File: config.mk
export PLATFORM = sky130hd
export DESIGN_NAME = sio_mapper
export DESIGN_NICKNAME = d
export VERILOG_FILES = /design/src/inc/sio_pkg.sv /design/src/verilog/sio_mapper.sv /design/src/verilog/sio_pulse_mon.sv /design/src/verilog/sio_lockout.sv
export SDC_FILE = /design/constraint.sdc
export NUM_CORES = 1
export LEC_CHECK = 0
export ABC_AREA = 1
export ABC_CLOCK_PERIOD_IN_PS = 3600
export BUFFER_PORTS_ARGS = -buffer_cell sky130_fd_sc_hd__buf_2
export CAP_MARGIN = 20
export CORE_AREA = 3 3 217 219
export CTS_CLUSTER_SIZE = 12
export DETAILED_ROUTE_END_ITERATION = 16
export DIE_AREA = 0 0 220 222
export SYNTH_ARGS = -nofsm -noshare
export SYNTH_HDL_FRONTEND = slang
export SYNTH_SLANG_ARGS = --single-unit
File: constraint.sdc
create_clock -name clk -period 3.6 [get_ports clk]
set_clock_uncertainty 0.1 [all_clocks]
set_input_delay 0.18 -clock clk [delete_from_list [all_inputs] [get_ports clk]]
set_output_delay 0.18 -clock clk [all_outputs]
set_load 0.01 [all_outputs]
File: src/inc/sio_pkg.sv
`default_nettype none
package sio_pkg;
   // clock and pulse supervision timing
   localparam int          CLK_HZ        = 50_000_000;
   localparam int          MAX_PULSE_S   = 30;
   localparam logic [31:0] MAX_PULSE_CYC =
      32'(longint'(MAX_PULSE_S) * longint'(CLK_HZ));

   // block sizes
   localparam int N_AND = 16;
   localparam int N_SEL = 5;
   localparam int N_W   = 4;

   // register word offsets (byte addresses)
   localparam logic [7:0] OFS_CTRL      = 8'h00;
   localparam logic [7:0] OFS_MIN_PULSE = 8'h04;
   localparam logic [7:0] OFS_AND_CONN  = 8'h08;
   localparam logic [7:0] OFS_ROUTE_LO  = 8'h0c;
   localparam logic [7:0] OFS_ROUTE_HI  = 8'h10;
   localparam logic [7:0] OFS_STATUS    = 8'h14;
   localparam logic [7:0] OFS_MASK      = 8'h18;
   localparam logic [7:0] OFS_STATE     = 8'h1c;

   // reset values
   localparam logic [1:0]  RST_CTRL      = 2'h0;
   localparam logic [31:0] RST_MIN_PULSE = 32'h0000_0001;
   localparam logic [31:0] RST_AND_CONN  = 32'h0000_0000;
   localparam logic [31:0] RST_ROUTE     = 32'h0000_0000;
   localparam logic [3:0]  RST_MASK      = 4'h0;

   // control bit positions
   localparam int CTRL_ACK_CONN   = 0;
   localparam int CTRL_FINAL_CONN = 1;

   // status bit positions
   localparam int ST_SHORT   = 0;
   localparam int ST_LONG    = 1;
   localparam int ST_TRIP    = 2;
   localparam int ST_RELEASE = 3;

   // control word bit positions
   localparam int CW_MODE   = 0;
   localparam int CW_ESTOP  = 1;
   localparam int CW_ENABLE = 2;
   localparam int CW_SMM0   = 3;

   // routing codes of a safe AND instance
   localparam logic [3:0] RT_NONE   = 4'h0;
   localparam logic [3:0] RT_MODE   = 4'h1;
   localparam logic [3:0] RT_ENABLE = 4'h2;
   localparam logic [3:0] RT_BRAKE  = 4'h3;
   localparam logic [3:0] RT_DOOR   = 4'h4;
   localparam logic [3:0] RT_SMM    = 4'h5;

   typedef enum logic [1:0] {
      SIO_WAIT_ACK,
      SIO_WAIT_START,
      SIO_RELEASED
   } sio_lock_e;
endpackage : sio_pkg
`default_nettype wire

File: src/verilog/sio_mapper.sv
`default_nettype none
// Overview of operation
// A too short restart or acknowledge pulse raises the mapping fault.
// A restart or acknowledge pulse held over 30 s raises the same fault.
// The AND of the five selection inputs resets the door flip-flop.
// Door request and not all selections set the door-lock request flop.
// A safe AND gives its safe input AND up to three functional inputs.
// An unconnected optional input of a safe AND counts as true.
// A safe AND result may drive mode, enabling, special, brake or door.
// Sixteen safe AND instances work side by side.
// The functional connector copies its input to the homing reference output.
// Each weighted e-stop input leaves the AND while its bypass is high.
// A zero AND drops the lockout until a restart falling edge follows.
// Acknowledge wired: its fall precedes restart's, with AND held high.
// A wired final safe input is ANDed with the lockout output.
// The e-stop result drives only bit 1 of the control word.
// Edges compare with the last sample; pulse lengths count cycles.
module sio_mapper
   import sio_pkg::*;
#(
   parameter logic [31:0] MAX_PULSE_CYCLES = MAX_PULSE_CYC
)(
   input  wire logic                 clk,
   input  wire logic                 reset_n,
   input  wire logic [7:0]           reg_addr,
   input  wire logic [31:0]          reg_wdata,
   input  wire logic                 reg_write,
   input  wire logic                 reg_read,
   output logic      [31:0]          reg_rdata,
   input  wire logic                 door_request,
   input  wire logic [N_SEL-1:0]     safe_select,
   input  wire logic [4*N_AND-1:0]   and_inputs,
   input  wire logic                 homing_input,
   input  wire logic                 primary_safe_weighted_input,
   input  wire logic [N_W-1:1]       weighted_inputs,
   input  wire logic                 primary_input_mask,
   input  wire logic [N_W-1:1]       input_masks,
   input  wire logic                 restart_input,
   input  wire logic                 ack_input,
   input  wire logic                 final_safe_input,
   output logic [CW_SMM0+N_AND-1:0]  state_control_word,
   output logic                      brake_release,
   output logic                      door_unlock_request,
   output logic                      homing_reference,
   output logic                      door_lock_supervision,
   output logic                      input_mapping_fault,
   output logic                      irq
);
   localparam int NPIN = 1 + N_SEL + 4*N_AND + 1 + 2*N_W + 3;

   logic [NPIN-1:0]   pin_meta_reg;
   logic [NPIN-1:0]   pin_reg;
   // software-visible configuration and status
   logic [1:0]        ctrl_reg;
   logic [31:0]       min_pulse_reg;
   logic [31:0]       and_conn_reg;
   logic [31:0]       route_lo_reg;
   logic [31:0]       route_hi_reg;
   logic [3:0]        status_reg;
   logic [3:0]        mask_reg;
   logic [3:0]        status_set;
   logic              door_ff_reg;
   logic              estop_out_reg;
   logic              released;
   sio_lock_e         lock_state;
   // synchronised copies of the pins
   logic              s_door;
   logic [N_SEL-1:0]  s_sel;
   logic [4*N_AND-1:0] s_and;
   logic              s_home;
   logic [N_W-1:0]    s_w;
   logic [N_W-1:0]    s_m;
   logic              s_restart;
   logic              s_ack;
   logic              s_final;
   // combinational results between the stages
   logic [N_AND-1:0]  and_res;
   logic [63:0]       route;
   logic              masked_and;
   logic              all_sel;
   logic [1:0]        short_hit;
   logic [1:0]        long_hit;
   logic              estop_next;

   // two flops on every pin before any logic looks at it
   always_ff @(posedge clk or negedge reset_n) begin
      if (!reset_n) begin
         pin_meta_reg <= '0;
         pin_reg      <= '0;
      end else begin
         pin_meta_reg <= {door_request, safe_select, and_inputs,
                          homing_input, weighted_inputs,
                          primary_safe_weighted_input, input_masks,
                          primary_input_mask, restart_input, ack_input,
                          final_safe_input};
         pin_reg      <= pin_meta_reg;
      end
   end

   assign {s_door, s_sel, s_and, s_home, s_w, s_m,
           s_restart, s_ack, s_final} = pin_reg;

   // safe AND of one instance; unused optional inputs read as true
   function automatic logic and_of(input logic [3:0] in,
                                   input logic       c3,
                                   input logic       c4);
      and_of = in[0] & in[1] & (in[2] | ~c3) & (in[3] | ~c4);
   endfunction : and_of

   // AND of all instances routed to one target; no source reads false
   function automatic logic routed(input logic [N_AND-1:0] res,
                                   input logic [63:0]      rt,
                                   input logic [3:0]       code);
      logic any;
      logic acc;
      any = 1'b0;
      acc = 1'b1;
      for (int i = 0; i < N_AND; i++) begin
         if (rt[4*i +: 4] == code) begin
            any = 1'b1;
            acc = acc & res[i];
         end
      end
      routed = any & acc;
   endfunction : routed

   // sixteen independent safe AND instances
   always_comb begin
      for (int i = 0; i < N_AND; i++) begin
         and_res[i] = and_of(s_and[4*i +: 4], and_conn_reg[i],
                             and_conn_reg[16+i]);
      end
   end

   assign route = {route_hi_reg, route_lo_reg};

   // bypassed inputs drop out of the AND; all bypassed reads true
   assign masked_and = &(s_w | s_m);
   assign all_sel    = &s_sel;

   sio_lockout u_lockout (
      .clk      (clk),
      .reset_n  (reset_n),
      .and_ok   (masked_and),
      .restart  (s_restart),
      .ack      (s_ack),
      .ack_conn (ctrl_reg[CTRL_ACK_CONN]),
      .released (released),
      .state    (lock_state)
   );

   // restart and acknowledge pulse supervision
   sio_pulse_mon u_mon_start (
      .clk        (clk),
      .reset_n    (reset_n),
      .level      (s_restart),
      .min_cycles (min_pulse_reg),
      .max_cycles (MAX_PULSE_CYCLES),
      .too_short  (short_hit[0]),
      .too_long   (long_hit[0])
   );

   sio_pulse_mon u_mon_ack (
      .clk        (clk),
      .reset_n    (reset_n),
      .level      (s_ack),
      .min_cycles (min_pulse_reg),
      .max_cycles (MAX_PULSE_CYCLES),
      .too_short  (short_hit[1]),
      .too_long   (long_hit[1])
   );

   // final safe input gates the lockout only when wired
   assign estop_next = released &
                       (s_final | ~ctrl_reg[CTRL_FINAL_CONN]);

   // door request flip-flop; reset dominates set
   always_ff @(posedge clk or negedge reset_n) begin
      if (!reset_n) begin
         door_ff_reg <= 1'b0;
      end else if (all_sel) begin
         door_ff_reg <= 1'b0;
      end else if (s_door) begin
         door_ff_reg <= 1'b1;
      end
   end

   // registered outputs so no pin sees a decode glitch
   always_ff @(posedge clk or negedge reset_n) begin
      if (!reset_n) begin
         estop_out_reg         <= 1'b0;
         state_control_word    <= '0;
         brake_release         <= 1'b0;
         door_unlock_request   <= 1'b0;
         homing_reference      <= 1'b0;
         door_lock_supervision <= 1'b0;
      end else begin
         estop_out_reg <= estop_next;
         state_control_word[CW_MODE]   <= routed(and_res, route, RT_MODE);
         state_control_word[CW_ESTOP]  <= estop_next;
         state_control_word[CW_ENABLE] <= routed(and_res, route,
                                                 RT_ENABLE);
         for (int i = 0; i < N_AND; i++) begin
            state_control_word[CW_SMM0+i] <=
               (route[4*i +: 4] == RT_SMM) & and_res[i];
         end
         brake_release         <= routed(and_res, route, RT_BRAKE);
         door_unlock_request   <= routed(and_res, route, RT_DOOR);
         homing_reference      <= s_home;
         door_lock_supervision <= door_ff_reg;
      end
   end

   // events that land in the sticky status
   assign status_set[ST_SHORT]   = |short_hit;
   assign status_set[ST_LONG]    = |long_hit;
   assign status_set[ST_TRIP]    = estop_out_reg & ~estop_next;
   assign status_set[ST_RELEASE] = ~estop_out_reg & estop_next;

   // configuration registers
   always_ff @(posedge clk or negedge reset_n) begin
      if (!reset_n) begin
         ctrl_reg      <= RST_CTRL;
         min_pulse_reg <= RST_MIN_PULSE;
         and_conn_reg  <= RST_AND_CONN;
         route_lo_reg  <= RST_ROUTE;
         route_hi_reg  <= RST_ROUTE;
         mask_reg      <= RST_MASK;
      end else if (reg_write) begin
         case (reg_addr)
            OFS_CTRL:      ctrl_reg      <= reg_wdata[1:0];
            OFS_MIN_PULSE: min_pulse_reg <= reg_wdata;
            OFS_AND_CONN:  and_conn_reg  <= reg_wdata;
            OFS_ROUTE_LO:  route_lo_reg  <= reg_wdata;
            OFS_ROUTE_HI:  route_hi_reg  <= reg_wdata;
            OFS_MASK:      mask_reg      <= reg_wdata[3:0];
            default:       ;
         endcase
      end
   end

   // write one to clear; a new event in the same cycle still sticks
   always_ff @(posedge clk or negedge reset_n) begin
      if (!reset_n) begin
         status_reg <= 4'h0;
      end else begin
         status_reg <= (status_reg &
                        ~((reg_write && reg_addr == OFS_STATUS) ?
                          reg_wdata[3:0] : 4'h0)) | status_set;
      end
   end

   // fault stays up until software clears it
   assign input_mapping_fault = status_reg[ST_SHORT] | status_reg[ST_LONG];
   assign irq = |(status_reg & mask_reg);

   // read data one cycle after the strobe; unmapped reads zero
   always_ff @(posedge clk or negedge reset_n) begin
      if (!reset_n) begin
         reg_rdata <= 32'h0;
      end else if (reg_read) begin
         case (reg_addr)
            OFS_CTRL:      reg_rdata <= {30'h0, ctrl_reg};
            OFS_MIN_PULSE: reg_rdata <= min_pulse_reg;
            OFS_AND_CONN:  reg_rdata <= and_conn_reg;
            OFS_ROUTE_LO:  reg_rdata <= route_lo_reg;
            OFS_ROUTE_HI:  reg_rdata <= route_hi_reg;
            OFS_STATUS:    reg_rdata <= {28'h0, status_reg};
            OFS_MASK:      reg_rdata <= {28'h0, mask_reg};
            OFS_STATE:     reg_rdata <= {12'h0, and_res, 1'b0,
                                         door_ff_reg, lock_state};
            default:       reg_rdata <= 32'h0;
         endcase
      end
   end

   // checks on this block's own logic, one clock domain throughout
   AST_DOOR_RESET: assert property (@(posedge clk) disable iff (!reset_n)
      all_sel |=> !door_ff_reg)
      else $error("door flip-flop not reset by full selection");
   AST_DOOR_SET: assert property (@(posedge clk) disable iff (!reset_n)
      s_door && !all_sel |=> ##1 door_lock_supervision)
      else $error("door request did not reach door-lock request");
   AST_HOMING: assert property (@(posedge clk) disable iff (!reset_n)
      ##1 homing_reference == $past(s_home))
      else $error("homing reference differs from its input");
   AST_ESTOP_BIT: assert property (@(posedge clk) disable iff (!reset_n)
      state_control_word[CW_ESTOP] |-> $past(released))
      else $error("e-stop bit high without a released lockout");
   AST_MODE_ROUTE: assert property (@(posedge clk) disable iff (!reset_n)
      $past(route_lo_reg[3:0]) == RT_MODE && !$past(and_res[0]) |->
      !state_control_word[CW_MODE])
      else $error("mode bit high although a routed instance is false");
   AST_BYPASS: assert property (@(posedge clk) disable iff (!reset_n)
      (&s_m) |-> masked_and)
      else $error("fully bypassed AND reads false");
   AST_FINAL: assert property (@(posedge clk) disable iff (!reset_n)
      ctrl_reg[CTRL_FINAL_CONN] && !s_final |=> !estop_out_reg)
      else $error("final safe input low but e-stop output high");
   AST_FAULT: assert property (@(posedge clk) disable iff (!reset_n)
      (|short_hit) || (|long_hit) |=> input_mapping_fault)
      else $error("pulse fault not raised");
endmodule : sio_mapper
`default_nettype wire

File: src/verilog/sio_pulse_mon.sv
`default_nettype none
module sio_pulse_mon
   import sio_pkg::*;
(
   input  wire logic        clk,
   input  wire logic        reset_n,
   input  wire logic        level,
   input  wire logic [31:0] min_cycles,
   input  wire logic [31:0] max_cycles,
   output logic             too_short,
   output logic             too_long
);
   logic [31:0] count_reg;
   logic        level_reg;

   // count high cycles; saturates so an endless pulse flags only once
   always_ff @(posedge clk or negedge reset_n) begin
      if (!reset_n) begin
         count_reg <= 32'h0;
      end else if (!level) begin
         count_reg <= 32'h0;
      end else if (count_reg <= max_cycles) begin
         count_reg <= count_reg + 32'h1;
      end
   end

   // previous sample for the falling edge
   always_ff @(posedge clk or negedge reset_n) begin
      if (!reset_n) begin
         level_reg <= 1'b0;
      end else begin
         level_reg <= level;
      end
   end

   assign too_short = level_reg && !level && (count_reg < min_cycles);
   assign too_long  = level && (count_reg == max_cycles);

   AST_LONG_ONCE: assert property (@(posedge clk) disable iff (!reset_n)
      too_long |=> !too_long)
      else $error("long pulse flagged twice in a row");
   AST_SHORT_EDGE: assert property (@(posedge clk) disable iff (!reset_n)
      too_short |-> $past(level) && !level)
      else $error("short pulse flagged without a falling edge");
endmodule : sio_pulse_mon
`default_nettype wire

File: src/verilog/sio_lockout.sv
`default_nettype none
module sio_lockout
   import sio_pkg::*;
(
   input  wire logic  clk,
   input  wire logic  reset_n,
   input  wire logic  and_ok,
   input  wire logic  restart,
   input  wire logic  ack,
   input  wire logic  ack_conn,
   output logic       released,
   output sio_lock_e  state
);
   sio_lock_e state_reg;
   sio_lock_e state_next;
   logic      restart_reg;
   logic      ack_reg;
   logic      start_fall;
   logic      ack_fall;

   // previous samples for edge detection
   always_ff @(posedge clk or negedge reset_n) begin
      if (!reset_n) begin
         restart_reg <= 1'b0;
         ack_reg     <= 1'b0;
      end else begin
         restart_reg <= restart;
         ack_reg     <= ack;
      end
   end

   assign start_fall = restart_reg && !restart;
   assign ack_fall   = ack_reg && !ack;

   // a drop of the AND always relocks, whatever the state
   always_comb begin
      state_next = state_reg;
      if (!and_ok) begin
         state_next = ack_conn ? SIO_WAIT_ACK : SIO_WAIT_START;
      end else begin
         case (state_reg)
            SIO_WAIT_ACK: begin
               // an unwired acknowledge must not leave the lock stuck here
               if (ack_fall || !ack_conn) begin
                  state_next = SIO_WAIT_START;
               end
            end
            SIO_WAIT_START: begin
               if (start_fall) begin
                  state_next = SIO_RELEASED;
               end
            end
            SIO_RELEASED: state_next = SIO_RELEASED;
            default:      state_next = SIO_WAIT_ACK;
         endcase
      end
   end

   // starts locked so power-up never counts as a restart
   always_ff @(posedge clk or negedge reset_n) begin
      if (!reset_n) begin
         state_reg <= SIO_WAIT_ACK;
      end else begin
         state_reg <= state_next;
      end
   end

   assign state    = state_reg;
   assign released = (state_reg == SIO_RELEASED);

   AST_RELOCK: assert property (@(posedge clk) disable iff (!reset_n)
      !and_ok |=> !released)
      else $error("lockout stayed released after AND dropped");
   AST_RELEASE_CAUSE: assert property (@(posedge clk) disable iff (!reset_n)
      $rose(released) |-> $past(start_fall) && $past(and_ok))
      else $error("release without start falling edge");
   AST_ACK_FIRST: assert property (@(posedge clk) disable iff (!reset_n)
      $rose(released) && ack_conn |->
      $past(state_reg) == SIO_WAIT_START)
      else $error("release skipped acknowledge step");
endmodule : sio_lockout
`default_nettype wire

; Word level (Yosys, flattened, before mapping)
; Index checks and enable logic that the tools add are counted.
[word_totals]
ff_bits = 427
latch_bits = 0
ram_bits = 0
mem_bits_ro = 0
out_inout_bits = 57
memories = 0
[op_classes]
n_addsub = 2
multipliers = 0
div = 0
magnitude_cmp = 4
eq_ne = 95
shifts = 0
mux = 141
n_bitwise = 205
reduce_logical = 26
[ops]
columns = cell, count
row1 = 32-bit one-hot mux with 8 select lines, 1
row2 = 1-bit bitwise AND, 131
row3 = 1-bit 2-to-1 mux, 131
row4 = "4-bit by 2-bit equality test with 1-bit output, second input constant", 32
row5 = "4-bit by 3-bit equality test with 1-bit output, second input constant", 32
row6 = 32-bit 2-to-1 mux, 4
row7 = "32-bit by 1-bit adder with 32-bit output, second input constant", 2
row8 = "32-bit by 31-bit equality test with 1-bit output, second input constant", 2
row9 = "4-bit by 1-bit equality test with 1-bit output, second input constant", 16
row10 = "32-bit by 31-bit <= comparator with 1-bit output, second input constant", 2
row11 = 32-bit < comparator, 2
row12 = 1-bit inverter, 35
row13 = 1-bit OR, 34
row14 = "8-bit by 5-bit equality test with 1-bit output, second input constant", 4
row15 = "8-bit by 4-bit equality test with 1-bit output, second input constant", 2
row16 = 2-bit AND reduction, 7
row17 = 4-bit bitwise AND, 2
row18 = "8-bit by 3-bit equality test with 1-bit output, second input constant", 1
row19 = 8-bit logical NOT, 1
row20 = 4-bit OR, 2
row21 = 1-bit logical AND, 7
row22 = 2-bit 2-to-1 mux, 3
row23 = "3-bit != test, second input constant", 2
row24 = 2-bit one-hot mux with 3 select lines, 1
row25 = other kinds (13), 17

; Depth between registers and ports, before layout
[depth]
ltp_word = 36
depth_mapped = 13
depth_no_buf = 13

; Hierarchy
; Synthesis repeated with hierarchy kept, for this count alone.
[hier_totals]
cells_unflattened = 2901
area_unflattened_um2 = 23124.7
[by_module_without_submodules]
columns = module, instances, cells_each, area_per_inst_um2
row1 = sio_mapper, 1, 1603, 14824.2
row2 = sio_pulse_mon, 2, 634, 4030.1
row3 = sio_lockout, 1, 30, 240.2

; Least setup slack after synthesis
; No wires, ideal clock.
[synth_timing]
path_kind = register -> register
startpoint = reg u_mon_ack.count_reg[1]
endpoint = reg u_mon_ack.count_reg[20]
arrival_ps = 1445
required_time_ps = 3383
path_slack_ps = 1938
path_stages_with_launch = 10
path_cell_list = dfrtp_1 > ha_1 > nand2_1 > nor2_1 > inv_1 > nor3_1 > xor2_1 > nor2_1 > nand2_1 > nand2_1
[synth_between]
elab_chain_len = 3
word_cells_on_any_way = 5
[synth_rtl]
columns = element, line
row1 = "start, declared", sio_pulse_mon.sv:13  ; logic [31:0] count_reg;
row2 = "start signal, assigned", sio_pulse_mon.sv:23  ; count_reg <= count_reg + 32'h1;
row3 = 32-bit by 1-bit adder with 32-bit output, sio_pulse_mon.sv:23
row4 = 32-bit 2-to-1 mux, sio_pulse_mon.sv:22  ; end else if (count_reg <= max_cycles) begin
row5 = 32-bit 2-to-1 mux, sio_pulse_mon.sv:20  ; end else if (!level) begin
; Several ways; a longest one is shown, not always the timed one. The select of a mux whose other input is x is not followed.
; A chain may end at the register's enable or synchronous reset.

; Worst setup path after layout
[layout_timing]
startpoint = in reg_addr[6]
endpoint = reg route_lo_reg[22]
[layout_between]
elab_chain_len = 2
[layout_rtl]
columns = element, line
row1 = "start, declared", sio_mapper.sv:25  ; input wire logic [7:0] reg_addr,
row2 = 8-bit by 4-bit equality test with 1-bit output, sio_mapper.sv:230  ; case (reg_addr)
row3 = 2-bit AND reduction (no line), n/a
row4 = "end signal, assigned", sio_mapper.sv:234  ; OFS_ROUTE_LO: route_lo_reg <= reg_wdata;
row5 = "end, declared", sio_mapper.sv:57  ; logic [31:0] route_lo_reg;
; No other way between the ends.

==> results.ini <==
[run_status]
status = complete, no violations

[clocking]
cts.root.buffer_cell = clkbuf_16
cts_hold_buf = 121
cts_resized = 0
cts.sinks = 426
clk_pin_slew_ns = 0.06
cts_made_buffers = 47
clock_latency_ns = 0.60
post_cts_buffers = 0
cts.path.max_buffers = 3
cts.htree.levels = 2
cts_tree = built

[min_path]
worst_hold_path.endpoint = reg_rdata[1]$_DFFE_PN0P_
min_path_cells = 3
hp-class = input pin to register
worstHoldStart = reg_read

[sta]
slew_viol_final = 0
rsz0062_at_grt = no
worstMarginPinSlew_ns = 0.864
hold_viol = 0
setup_ws_ns = 0.672
fin_crit_ns = 2.93
setup_viol = 0
min_period_over_period_pct = 81.3
slew_headroom_pct = 41.9
fmax_mhz = 341
fin_setup_tns_ns = 0

[finish]
fill_cells = 4214
layout-drive-gt1-share_pct = 11.3
layout.nets = 2971
post-route-util_pct = 54.6
layout_commonest_cell = nand2_1
layout_common_cells = nand2_1 (766), dfrtp_1 (425), inv_1 (257)
fin_area_mm2 = 0.0247
area_growth_pct = 21.7

[global_route]
antenna_found_initial = 1
grt_max_degree = 98
met2_usage_pct = 44.1
track_usage_pct = 28.9
grt_pass1_vias = 17600
grt_most_used_layer = met2
use_met3_pct = 6.95
grt_use_met1_pct = 41.2
grt_first_pass_wirelength_um = 107000
gr-total-overflow = 0

[worst_setup_path]
critical_path_class = input pin to register
crit_cells = 12
critPathSlowestCell = dlygate4sd3_1
reg2reg_slack_ns = 1.21
r2r_end = u_mon_start.count_reg[0]$_DFFE_PN0P_
start_kind = input pin
cpPeakStageDelay_ns = 0.57
cp.required_ns = 3.93
worst-path-buf-inv = 7
cp_max_fo = 58
worstPathArrival_ns = 3.26
timing.rr.start = u_mon_start.count_reg[0]$_DFFE_PN0P_
path_cells = dlygate4sd3_1 > buf_2 > inv_1 > nand3_1 > dlygate4sd3_1 > inv_2 > nand2_1 > inv_2 > nand2_2 > buf_4 > nand2_1 > o21ai_0
cp-end-kind = register
reg2reg_depth = 9
crit_family = buffers and inverters

[power]
power.share.switching_pct = 25.3
comb_power_share_pct = 8.8
power_density_mw_per_mm2 = 441
p_seq_share_pct = 46.9
irDropWorstVdd_uv = 583
p_int_mw = 8.15
clkPwrFrac_pct = 44.3
leakagePower_nw = 12.0
p_switching_mw = 2.76
power.total_mw = 10.9

[drt]
drtIter0Drc = 1648
wl_um = 70000
dr.pass1.iters = 6
num_vias = 18000
wl_per_cell_um = 20.6
via_per_inst = 5.29
drc = 0
ant_nets = 0

[place]
placed_area_mm2 = 0.0219
port_buffers = 182
gp_congestion = 0.954
pre_cts_ws_ns = 1.02
dp_hpwl_um = 51800

[synthesis]
synth_cells = 2466
ys_seq_area_share_pct = 52.5
synth_top_area_share_pct = 52.4
synth_area_mm2 = 0.0203
yosysTopAreaCell = dfrtp_1
yosys_warnings = 0
avgSynthCellArea_um2 = 8.23
synth_seq_cells = 426
synth_area_leaders = dfrtp_1 (52%), nand2_1 (14%), inv_1 (4.8%)
yosysUniqueCellTypes = 38
synth_nets = 2661

[floorplanning]
initial_utilization_pct = 44.8
std_cell_rows = 78
fp.dieH_um = 222
die_w_um = 220
io_pins = 183
core-area_mm2 = 0.0453
die_area_mm2 = 0.0488

[job]
drv_cap = 0

how the worst max path moves through the flow:
stage / from / to / slack [ns]
6_report: reg_addr[6] / route_lo_reg[22]$_DFFE_PN0P_ / 0.67
5_1_grt: reg_addr[6] / route_lo_reg[21]$_DFFE_PN0P_ / 0.48
4_1_cts: reg_addr[6] / route_lo_reg[22]$_DFFE_PN0P_ / 0.75
3_5_place_dp: reg_addr[0] / route_lo_reg[22]$_DFFE_PN0P_ / 1.02
3_3_place_gp: reg_addr[0] / route_lo_reg[6]$_DFFE_PN0P_ / 1.15
2_1_floorplan: u_mon_ack.count_reg[1]$_DFFE_PN0P_ / u_mon_ack.count_reg[20]$_DFFE_PN0P_ / 1.94
area by class of cell:
cell class              count  area (um^2)  share of cell area [%]
well taps                 600          751                    3.04
flip-flops and latches    426        10700                    43.1
clock buffers              66         1350                    5.45
multi-input cells        1698         8300                    33.6
inverters                 269         1010                    4.09
diodes                      1         2.50                  0.0101
clock inverters            13          191                   0.775
repair buffers            334         2450                    9.92
synthesized netlist by cell type (all sizes together):
| library cell | instances |
|---|---|
| xnor2 | 12 |
| nand4 | 112 |
| and3 | 2 |
| ha | 69 |
| nand2 | 771 |
| buf | 32 |
| xor2 | 24 |
| o21ai | 189 |
| o21bai | 3 |
| nand3b | 4 |
| clkinv | 1 |
| inv | 268 |
| clkbuf | 41 |
| a31oi | 6 |
| nor2 | 239 |
| a21oi | 37 |
| o211ai | 20 |
| nor3 | 78 |
| nand3 | 75 |
| o22ai | 29 |
| a21o | 1 |
| nor4 | 11 |
| dfstp | 1 |
| a21boi | 1 |
| o221ai | 1 |
| o2111ai | 5 |
| nor3b | 3 |
| dfrtp | 425 |
| o21a | 6 |
metrics by stage:
step / hold slack [ns] / cells
floorplan: -0.216 / 2466
global placement: 0.175 / 3205
detailed placement: 0.177 / 3205
CTS: 0.0377 / 3405
global route: 0.0901 / 3406
finish: 0.0807 / 3407
power by group through the flow:
| stage | clock (mW) | sequential [mW] | combinational (mW) |
|---|---|---|---|
| final | 4.84 | 5.11 | 0.960 |
| after global routing | 5.12 | 5.13 | 1.08 |
| after CTS | 4.92 | 5.11 | 0.960 |
| after detailed placement | 0 | 5.19 | 0.857 |
| after global placement | 0 | 5.19 | 0.848 |
| after floorplan | 0 | 5.16 | 0.415 |
tightest hold or removal path, stage by stage:
cell	delay, ns
buf_2	0.34
nand2_1	0.17
nand2_1	0.04
layer usage:
metal	vias to the layer above	part of all wire, %
met4	0	2.7
met3	106	7.7
met1	8688	45
met2	590	44
li1	8628	-
met5	-	0
kinds of logic after synthesis:
family / Yosys count / share of synthesized area [%]
compound gates: 298 / 8.06
xor+xnor: 36 / 1.55
fa+ha+maj: 69 / 4.25
buf+inv: 342 / 6.63
flops: 426 / 52.5
simple gates: 1295 / 27.0
No activity file was read; power rests on OpenSTA's default activity.
